--- src/pin_mux_pkg.sv ---
/*
  Shared constants for the processor-mode pin function multiplexer:
  port indices, implemented-pin masks, bus pin positions and reset values.
  Assumes a single synchronous clock domain and no register bus.
*/
package pin_mux_pkg;
  // ==========================================================
  // Port geometry
  localparam int NUM_PORTS = 11;
  localparam int PORT_W = 8;
  localparam int PORT_ZERO = 0;
  localparam int PORT_ONE = 1;
  localparam int PORT_TWO = 2;
  localparam int PORT_THREE = 3;
  localparam int PORT_FOUR = 4;
  localparam int PORT_FIVE = 5;
  localparam int PORT_SIX = 6;
  localparam int PORT_SEVEN = 7;
  localparam int PORT_EIGHT = 8;
  localparam int PORT_NINE = 9;
  localparam int PORT_TEN = 10;
  // Pins that exist on the short ports, and the all-pins mask of a full port
  localparam logic [7:0] PORT_TWO_MASK = 8'h8F;
  localparam logic [7:0] PORT_THREE_MASK = 8'h0F;
  localparam logic [7:0] PORT_NINE_MASK = 8'h3F;
  localparam logic [7:0] ALL_PINS = 8'hFF;
  // ==========================================================
  // Bus pin positions
  localparam int ADDR_TOP_PIN = 7;
  localparam int WR_PIN = 0;
  localparam int HIGH_BYTE_PIN = 1;
  localparam int ALE_PIN = 2;
  localparam int GRANT_PIN = 3;
  localparam int HOLD_PIN = 0;
  localparam int READY_PIN = 1;
  localparam int CLK_PIN = 2;
  localparam int CS_LINES = 5;
  localparam int ADDR_HI_PINS = 3;
  // ==========================================================
  // Reset values
  localparam logic [7:0] OE_RST = 8'h00;
  localparam logic [7:0] OUT_RST = 8'h00;
  localparam logic STROBE_N_RST = 1'b1;
  localparam logic HANDSHAKE_N_RST = 1'b1;
  // ==========================================================
  // Processor modes
  typedef enum logic [1:0] {MODE_SINGLE, MODE_EXPAND, MODE_MICRO} mode_t;
endpackage

--- src/pin_function_mux.sv ---
/*
  Pin function multiplexer for the port pins of the microcomputer.
  Chooses, per pin, between port registers, expansion bus signals and
  peripheral alternate functions, then registers every pin drive.
  Assumes port data/direction registers and peripherals live in the core
  and present their values as plain ports; pads resolve in/out/oe.
*/
`timescale 1ns/1ps
// How it works
// - Mode pin low gives single-chip or expansion; high gives microprocessor mode.
// - While reset input is low, all pins float and state returns to reset.
// - Strobe pin is data-access enable single-chip, read strobe on expansion bus.
// - Bus width pin low selects 16-bit external bus, high selects 8-bit.
// - Port zero pins set direction individually; all are inputs after reset.
// - On expansion bus, port zero drives address bits 0 to 7.
// - On expansion bus, port one drives address bits 8 to 15.
// - On expansion bus, port two drives address bits 16 to 19 and 23.
// - Port three drives write, high byte enable, latch enable, release grant.
// - Port four: bit0 hold request in, bit1 ready in, bit2 clock out.
// - In memory expansion mode only, port four bit two may stay a port.
// - Port nine may carry address bits 20 to 22 or five chip selects.
// - Port five also serves group one timers, motor outputs, key interrupts.
// - Port six also serves timer four, interrupts zero to two, group two timers.
// - Port seven also serves as analog converter inputs.
// - Port eight also serves both serial channels, converter outputs, interrupt four.
// - Port nine also serves interrupt three and motor waveform outputs.
// - Port ten carries low data byte: reads sample pins, writes drive them.
module pin_function_mux #(
  parameter int PORTS = pin_mux_pkg::NUM_PORTS,
  parameter int WIDTH = pin_mux_pkg::PORT_W
) (
  input wire logic clk_sys,
  input wire logic resetn,
  input wire logic processor_mode_select_pin,
  input wire logic expansion_mode_req,
  input wire logic byte_width_pin,
  input wire logic [PORTS-1:0][WIDTH-1:0] port_data,
  input wire logic [PORTS-1:0][WIDTH-1:0] port_dir,
  input wire logic [PORTS-1:0][WIDTH-1:0] alt_sel,
  input wire logic [PORTS-1:0][WIDTH-1:0] alt_out,
  input wire logic [PORTS-1:0][WIDTH-1:0] alt_oe,
  input wire logic [23:0] bus_addr,
  input wire logic bus_access,
  input wire logic bus_rd,
  input wire logic bus_wr,
  input wire logic bus_external,
  input wire logic high_byte_enable,
  input wire logic bus_ale,
  input wire logic bus_release_grant,
  input wire logic sys_clk_level,
  input wire logic port_four_bit_two_as_port,
  input wire logic addr_hi_sel,
  input wire logic [pin_mux_pkg::CS_LINES-1:0] chip_select_lines,
  input wire logic [WIDTH-1:0] bus_wdata_lo,
  input wire logic [PORTS-1:0][WIDTH-1:0] pin_in,
  output logic [PORTS-1:0][WIDTH-1:0] pin_out_r,
  output logic [PORTS-1:0][WIDTH-1:0] pin_oe_r,
  output logic [PORTS-1:0][WIDTH-1:0] port_in_r,
  output pin_mux_pkg::mode_t mode_r,
  output logic bus_16bit_r,
  output logic enable_strobe_n_r,
  output logic bus_hold_req_n_r,
  output logic bus_ready_n_r,
  output logic [WIDTH-1:0] bus_rdata_lo_r
);
  import pin_mux_pkg::*;

  // ==========================================================
  // Mode decode
  mode_t mode_nxt;
  logic expand;

  // Mode pin wins; the software bit only picks between the two low-pin modes
  always_comb begin
    if (processor_mode_select_pin) begin
      mode_nxt = MODE_MICRO;
    end else if (expansion_mode_req) begin
      mode_nxt = MODE_EXPAND;
    end else begin
      mode_nxt = MODE_SINGLE;
    end
  end

  assign expand = (mode_r != MODE_SINGLE);

  // Mode and bus width flops
  always_ff @(posedge clk_sys) begin
    if (!resetn) begin
      mode_r <= MODE_SINGLE;
      bus_16bit_r <= 1'b0;
    end else begin
      mode_r <= mode_nxt;
      // Width is sampled every cycle; a pin that moves mid-cycle is the board's fault
      bus_16bit_r <= ~byte_width_pin;
    end
  end

  // ==========================================================
  // Pin drive selection
  logic [PORTS-1:0][WIDTH-1:0] out_nxt;
  logic [PORTS-1:0][WIDTH-1:0] oe_nxt;

  always_comb begin
    // Port registers by default, all ports behave like port zero
    for (int p = 0; p < PORTS; p++) begin
      out_nxt[p] = port_data[p];
      oe_nxt[p] = port_dir[p];
    end
    // Peripheral functions take the pin over bit by bit
    for (int p = PORT_FIVE; p <= PORT_NINE; p++) begin
      for (int b = 0; b < WIDTH; b++) begin
        if (alt_sel[p][b]) begin
          out_nxt[p][b] = alt_out[p][b];
          oe_nxt[p][b] = alt_oe[p][b];
        end
      end
    end
    // Analog inputs must never be driven from the pad side
    oe_nxt[PORT_SEVEN] = port_dir[PORT_SEVEN] & ~alt_sel[PORT_SEVEN];
    if (expand) begin
      out_nxt[PORT_ZERO] = bus_addr[7:0];
      oe_nxt[PORT_ZERO] = ALL_PINS;
      out_nxt[PORT_ONE] = bus_addr[15:8];
      oe_nxt[PORT_ONE] = ALL_PINS;
      out_nxt[PORT_TWO] = {bus_addr[23], 3'h0, bus_addr[19:16]};
      oe_nxt[PORT_TWO] = PORT_TWO_MASK;
      out_nxt[PORT_THREE] = 8'h00;
      out_nxt[PORT_THREE][WR_PIN] = ~bus_wr;
      out_nxt[PORT_THREE][HIGH_BYTE_PIN] = ~high_byte_enable;
      out_nxt[PORT_THREE][ALE_PIN] = bus_ale;
      out_nxt[PORT_THREE][GRANT_PIN] = ~bus_release_grant;
      oe_nxt[PORT_THREE] = PORT_THREE_MASK;
      // Hold and ready are inputs; bit two is the clock output unless kept as a port, the rest stay ports
      oe_nxt[PORT_FOUR][HOLD_PIN] = 1'b0;
      oe_nxt[PORT_FOUR][READY_PIN] = 1'b0;
      if (!(mode_r == MODE_EXPAND && port_four_bit_two_as_port)) begin
        out_nxt[PORT_FOUR][CLK_PIN] = sys_clk_level;
        oe_nxt[PORT_FOUR][CLK_PIN] = 1'b1;
      end
      // Chip selects first, then the upper address lines override pins 0..2
      for (int b = 0; b < CS_LINES; b++) begin
        if (chip_select_lines[b] | alt_sel[PORT_NINE][b]) begin
          out_nxt[PORT_NINE][b] = alt_sel[PORT_NINE][b] ? alt_out[PORT_NINE][b]
                                                         : 1'b0;
          oe_nxt[PORT_NINE][b] = 1'b1;
        end
      end
      if (addr_hi_sel) begin
        out_nxt[PORT_NINE][2:0] = bus_addr[22:20];
        oe_nxt[PORT_NINE][2:0] = 3'h7;
      end
      // Data bus floats unless an external write is in progress
      out_nxt[PORT_TEN] = bus_wdata_lo;
      oe_nxt[PORT_TEN] = (bus_external && bus_wr) ? ALL_PINS : 8'h00;
    end
    // Pins that do not exist are never driven
    oe_nxt[PORT_TWO] = oe_nxt[PORT_TWO] & PORT_TWO_MASK;
    oe_nxt[PORT_THREE] = oe_nxt[PORT_THREE] & PORT_THREE_MASK;
    oe_nxt[PORT_NINE] = oe_nxt[PORT_NINE] & PORT_NINE_MASK;
  end

  // ==========================================================
  // Registered pad drive; every pin floats in reset
  always_ff @(posedge clk_sys) begin
    if (!resetn) begin
      for (int p = 0; p < PORTS; p++) begin
        pin_out_r[p] <= OUT_RST;
        pin_oe_r[p] <= OE_RST;
      end
    end else begin
      pin_out_r <= out_nxt;
      pin_oe_r <= oe_nxt;
    end
  end

  // ==========================================================
  // Strobe pin: access enable or read strobe, both active low
  always_ff @(posedge clk_sys) begin
    if (!resetn) begin
      enable_strobe_n_r <= STROBE_N_RST;
    end else begin
      enable_strobe_n_r <= expand ? ~bus_rd : ~bus_access;
    end
  end

  // ==========================================================
  // Pin sampling back to the core and the bus controller
  always_ff @(posedge clk_sys) begin
    if (!resetn) begin
      port_in_r <= '0;
      bus_hold_req_n_r <= HANDSHAKE_N_RST;
      bus_ready_n_r <= HANDSHAKE_N_RST;
      bus_rdata_lo_r <= OUT_RST;
    end else begin
      port_in_r <= pin_in;
      // Handshakes read inactive outside bus modes so stray port levels cannot stall
      bus_hold_req_n_r <= expand ? pin_in[PORT_FOUR][HOLD_PIN] : 1'b1;
      bus_ready_n_r <= expand ? pin_in[PORT_FOUR][READY_PIN] : 1'b1;
      if (expand && bus_external && bus_rd) begin
        bus_rdata_lo_r <= pin_in[PORT_TEN];
      end
    end
  end
endmodule // pin_function_mux

--- config.mk ---
export PLATFORM = sky130hd
export DESIGN_NAME = pin_function_mux
export DESIGN_NICKNAME = d
export VERILOG_FILES = /design/src/pin_mux_pkg.sv /design/src/pin_function_mux.sv
export SDC_FILE = /design/constraint.sdc
export NUM_CORES = 1
export LEC_CHECK = 0
export ABC_AREA = 1
export BUFFER_PORTS_ARGS = -buffer_cell sky130_fd_sc_hd__buf_4
export CORE_AREA = 2 2 337 339
export DETAILED_ROUTE_END_ITERATION = 6
export DIE_AREA = 0 0 339 341
export PLACE_DENSITY = 0.35
export SYNTH_ARGS = -nofsm -noshare
export SYNTH_HDL_FRONTEND = slang
export SYNTH_SLANG_ARGS = --single-unit
--- constraint.sdc ---
create_clock -name clk_sys -period 2.6 [get_ports clk_sys]
set_clock_uncertainty 0.15 [all_clocks]
set_input_delay 0.26 -clock clk_sys [delete_from_list [all_inputs] [get_ports clk_sys]]
set_output_delay 0.26 -clock clk_sys [all_outputs]
set_load 0.01 [all_outputs]
==> results of run 1 <==
routing by layer:
metal	GRT usage	wire (um)
met5	0	71
met4	0.0280	1290
met3	0.0484	6830
met2	0.154	25900
met1	0.106	22600
critical path, delay by kind of cell:
kind	cells	cell delay (ns)
buffers and inverters	5	2.35
and+or+nand+nor	4	0.26
state kept, by name, indices dropped and copies added (netlist names):
signal / flops
bus_rdata_lo_r: 8
pin_oe_r: 79
port_in_r: 88
enable_strobe_n_r: 1
bus_hold_req_n_r: 1
bus_16bit_r: 1
bus_ready_n_r: 1
mode_r: 2
pin_out_r: 88
placed cells by master (no fill, tap or decap), types with 3 or more instances in the layout:
cell type      instances
buf_4                697
dlygate4sd3_1        449
nand2_1              324
dfxtp_1              269
inv_1                169
nor2_1               148
o21ai_0               74
clkbuf_16             39
a21oi_1               17
conb_1                 9
clkinv_2               8
clkbuf_8               6
clkbuf_1               5
nand3_1                4
diode_2                3
inv_2                  3
inv_6                  3
buf_12                 3
metrics by stage:
| stage | setup slack (ns) | area [um2] | total power, uW | utilization |
|---|---|---|---|---|
| after floorplan | 1.37 | 8610 | 5040 | - |
| after global placement | 0.681 | 15500 | 6260 | 0.139 |
| after detailed placement | 0.661 | 15500 | 6260 | 0.139 |
| after CTS | 0.0375 | 21300 | 12400 | 0.190 |
| after global routing | 0.00151 | 21300 | 12600 | 0.190 |
| final | 0.0321 | 21300 | 12000 | 0.190 |
cells by family after synthesis:
kind of cell	share of synthesized area
other	0.000437
buffers and inverters	0.105
flip-flops	0.627
AO/OA/AOI/OAI	0.0539
AND/OR/NAND/NOR	0.213
report_power, final:
part | switching (uW) | internal (uW)
clock | 2170 | 3080
combinational | 915 | 1340
sequential | 85.5 | 4400
total | 3170 | 8820
area by class of cell:
cell class | count | area (um2)
antenna | 3 | 7.51
clock buffer | 49 | 1060
clock inverter | 16 | 150
fill | 12572 | 90600
inverter | 172 | 646
multi-input combinational | 583 | 2330
sequential | 269 | 5390
tap | 1500 | 1880
timing repair buffer | 1150 | 9800
worst max-delay path by stage:
stage / from / endpoint / slack [ns] / depth (start not counted)
3_5_place_dp: resetn / pin_oe_r[80] / 0.66 / 5
2_1_floorplan: mode_r[1] / enable_strobe_n_r / 1.37 / 6
4_1_cts: addr_hi_sel / pin_out_r[74] / 0.04 / 9
5_1_grt: alt_sel[75] / pin_oe_r[75] / 0.002 / 8
6_report: port_data[73] / pin_out_r[73] / 0.03 / 9
3_3_place_gp: resetn / pin_oe_r[83] / 0.68 / 5
what timing repair did:
item,in CTS,in global routing
hold buffers,450,0
hold endpoints to repair,269,0
setup endpoints to repair,0,2
gates resized for setup,0,1
==> reports/results.ini, run 1 <==
[outcome]
outcome=complete, no violations

[synth]
ys_warn_count=0
netlist_area_mm2=0.00858
synth-seq-area-share=0.627
synth_commonest_cells=nand2_1 (324), dfxtp_1 (269), inv_1 (169)
synth_cell_types=17
synth_top_area_frac=0.627
yosysMostFrequentCell=nand2_1
ys_top_cells_by_area=dfxtp_1 (63%), nand2_1 (14%), inv_1 (7.4%)
async_reset_ff_frac=0
synth_enable_flop_cells=0
yosys.area.top_type=dfxtp_1
netlist_instances=1060
ys_ff_latch=269
syn_area_per_cell_um2=8.10
synth_top_flop_cell=dfxtp_1

[die]
core-area_mm2=0.112
ios=858
design.die.area_mm2=0.116
die_w_um=339
chipHeight_um=341
rows=123
start_util=0.0767

[global_route]
antenna_found_initial=14
grt_max_degree=82
grt_use_total=0.0943
grt_pass1_vias=11586
grt_remaining_overflow=0
grt_pass1_wl_mm=78.3

[sta]
hold_viol=0
period_minus_slack_ns=2.57
tightest_slew_ns=0.606
whs_ns=0.0151
rsz0062_at_grt=false
fin_crit_sh=0.988
final-max-slew-violation-count=0
relSlewSlack=0.592
fin_setup_tns_ns=0
fmax_mhz=389
setup_viol=0

[critical_path]
path_class=primary input to flop
critical_path_arrival_ns=2.85
worstPathCellList=dlygate4sd3_1 > buf_4 > nand2_1 > dlygate4sd3_1 > nand2_1 > dlygate4sd3_1 > nand2_1 > nand2_1 > dlygate4sd3_1
crit_fanout=2
critical_path.slowest_cell=dlygate4sd3_1
crit_path_start_kind=primary input
cp_slowest_stage_delay_ns=0.58
cp.required_ns=2.89
end_kind=flop
reg2reg_from=mode_r[0]
rr_worst_depth=8
reg2reg_slack_ns=0.40
rr_endpoint=pin_out_r[16]

[drt]
num_vias=10955
drt-vias-per-instance=2.93
drc=0
ant_nets=0
dr.pass1.iters=4
drt_iter0_markers=178
drt-wirelength-per-cell_um=15.1
wl_mm=56.6

[pwr]
vdd_drop_max_mv=0.375
p_leak_uw=0.0109
powerDensity_mw_per_mm2=564

[layout]
syn_to_final_growth_pct=148
layout-drive-gt1-share=0.344
fin_nets=2795
instances_no_fill=3742

[placement]
place_congestion=0.770
dpl.cell_count=3225
place_hpwl_mm=44.3
port_buffers=685

[clock_network]
cts_setup_buffers=0
numCtsBuffers=39
htree_levels=2
insertion_delay_ns=0.57
cts_root_buf=clkbuf_16
cts_tree=built
clockBufferDepth=3
clk_pin_slew_ns=0.06
clock-sinks=269

[worst_hold_path]
min_from=port_dir[70]
hold_class=primary input to flop
holdPathStages=3
hold_end=pin_oe_r[70]

[run]
drv_cap=0

Power figures use the tool's default switching activity.
==> run 2, diff against run 1 <==
--- a/config.mk
+++ b/config.mk
@@ -6,11 +6,11 @@
 export NUM_CORES = 1
 export LEC_CHECK = 0
 export ABC_AREA = 1
-export BUFFER_PORTS_ARGS = -buffer_cell sky130_fd_sc_hd__buf_4
-export CORE_AREA = 2 2 337 339
+export CORE_AREA = 2 2 339 341
 export DETAILED_ROUTE_END_ITERATION = 6
-export DIE_AREA = 0 0 339 341
-export PLACE_DENSITY = 0.35
+export DIE_AREA = 0 0 341 343
+export DONT_BUFFER_PORTS = 1
+export PLACE_DENSITY = 0.3
 export SYNTH_ARGS = -nofsm -noshare
 export SYNTH_HDL_FRONTEND = slang
 export SYNTH_SLANG_ARGS = --single-unit
==> run 2 against run 1 <==
- fmax grew 4.1%
- non-clock buffer count decreased by 636
- critical path depth is 1 lower
- via count fell by 19%
- die area up 1.2%
- largest power group is now sequential cells
==> reports/results.ini, run 2 (synthesized netlist as in run 1, its figures left out) <==
[outcome]
outcome=complete, no violations

[global_route]
antenna_found_initial=13
grt_pass1_vias=9492
grt_remaining_overflow=0
grt_pass1_wl_mm=65.4
grt_use_total=0.0797
grt_max_degree=128

[layout]
syn_to_final_growth_pct=91.8
fin_nets=2154
layout-drive-gt1-share=0.0445
nFillCells=12716
reg_top3=pin_out_r: 88 flops, port_in_r: 88 flops, pin_oe_r: 79 flops
design_area_mm2=0.0165
final_cell_mix=dlygate4sd3_1 (505), nand2_1 (324), dfxtp_1 (268)
layout_commonest_cell=dlygate4sd3_1

[critical_path]
critical_path_arrival_ns=2.77
crit_path_start_kind=primary input
path_class=primary input to flop
crit_fanout=2
cp.required_ns=2.90
reg2reg_slack_ns=0.25
end_kind=flop

[die]
die_w_um=341
start_util=0.0757
rows=124
design.die.area_mm2=0.117
core-area_mm2=0.113
ios=858
chipHeight_um=343

[pwr]
switching_share=0.264
p_int_uw=7720
power.share.clock=0.438
powerDensity_mw_per_mm2=637
combinationalPowerShare=0.114
vdd_drop_max_mv=0.400
seqPwrFrac=0.448
switchingPower_uw=2770
p_leak_uw=0.00749

[sta]
relSlewSlack=0.581
fin_crit_sh=0.949
rsz0062_at_grt=false
hold_viol=0
finalWorstSetupSlack_ns=0.133
final-max-slew-violation-count=0
setup_viol=0
fmax_mhz=405
period_minus_slack_ns=2.47
tightest_slew_ns=0.626
fin_setup_tns_ns=0

[drt]
drc=0
drt_iter0_markers=237
dr.pass1.iters=5
drt-wirelength-per-cell_um=15.9
num_vias=8901
wl_mm=49.6
ant_nets=0
drt-vias-per-instance=2.86

[placement]
place_congestion=0.860
dp_slack_ns=0.280
place_hpwl_mm=34.6
place_area_mm2=0.0103
port_buffers=0

[clock_network]
cts_tree=built
htree_levels=2
clock-sinks=269
cts_root_buf=clkbuf_16
clockBufferDepth=3
clk_pin_slew_ns=0.06
numCtsBuffers=34
insertion_delay_ns=0.55

[run]
drv_cap=0

[worst_hold_path]
hold_class=primary input to flop

==> run 2: changes by cell type in the layout (fill, tap and decap cells not counted), sizes merged <==
cell / previous run / this run
buf: 700 / 9
bufinv: 2 / 0
clkbuf: 50 / 46
clkinv: 9 / 7
clkinvlp: 2 / 1
dlygate4sd3: 449 / 505
inv: 175 / 177
==> run 2: cell type report <==
type / instances / area (um2) / share of cell area
diodes: 3 / 7.51 / 0.000456
clock buffers: 46 / 967 / 0.0587
clock inverters: 13 / 93.8 / 0.00570
inverters: 172 / 651 / 0.0395
multi-input cells: 583 / 2330 / 0.141
flip-flops and latches: 269 / 5390 / 0.327
well taps: 1512 / 1890 / 0.115
repair buffers: 514 / 5140 / 0.312
==> run 2: timing repair <==
item | 4_1_cts | 5_1_grt
gates resized for setup | 0 | 5
hold buffers | 506 | 0
setup endpoints to repair | 0 | 38
buffers inserted | 0 | 0
hold endpoints to repair | 269 | 0
==> run 2: metal layers <==
layer  vias to the layer above  part of all wire  track usage  wire length, um
met5                         -            0.0015            0               74
met4                        12             0.050       0.0439             2480
met3                       104              0.11       0.0355             5240
met2                       569              0.44        0.124            21800
met1                      4090              0.40       0.0909            20000
li1                       4126                 -            -                -
==> run 2: final timing paths <==
kind | to | cells past startpoint | from
min | bus_rdata_lo_r[4] | 3 | resetn
max reg2reg | pin_out_r[24] | 8 | mode_r[0]
max | pin_out_r[74] | 8 | addr_hi_sel
min reg2reg | bus_rdata_lo_r[1] | 2 | bus_rdata_lo_r[1]
==> run 2: worst max-delay path, cell delays in order <==
cell and delay [ns]:
dlygate4sd3_1 0.56, a21oi_1 0.12, dlygate4sd3_1 0.56, nand2_1 0.06, dlygate4sd3_1 0.56, nand2_1 0.07
dlygate4sd3_1 0.54, nand2_1 0.05
==> run 2: through the flow <==
| step | hold WS, ns | utilization | cells | total power (uW) |
|---|---|---|---|---|
| 4_1_cts | 0.0170 | 0.145 | 3109 | 10800 |
| 2_1_floorplan | 0.182 | - | 1068 | 5040 |
| 6_report | 0.0523 | 0.145 | 3112 | 10500 |
| 5_1_grt | 0.0494 | 0.145 | 3110 | 11000 |
| 3_5_place_dp | 0.187 | 0.0909 | 2544 | 5240 |
| 3_3_place_gp | 0.183 | 0.0909 | 2544 | 5250 |
==> run 2: power groups by stage <==
stage                     Combinational [uW]  Clock [uW]  Sequential (uW)
after floorplan                          338           0             4700
after global placement                   445           0             4800
after detailed placement                 455           0             4790
after CTS                               1190        4870             4700
after global routing                    1310        5000             4720
final                                   1200        4590             4700
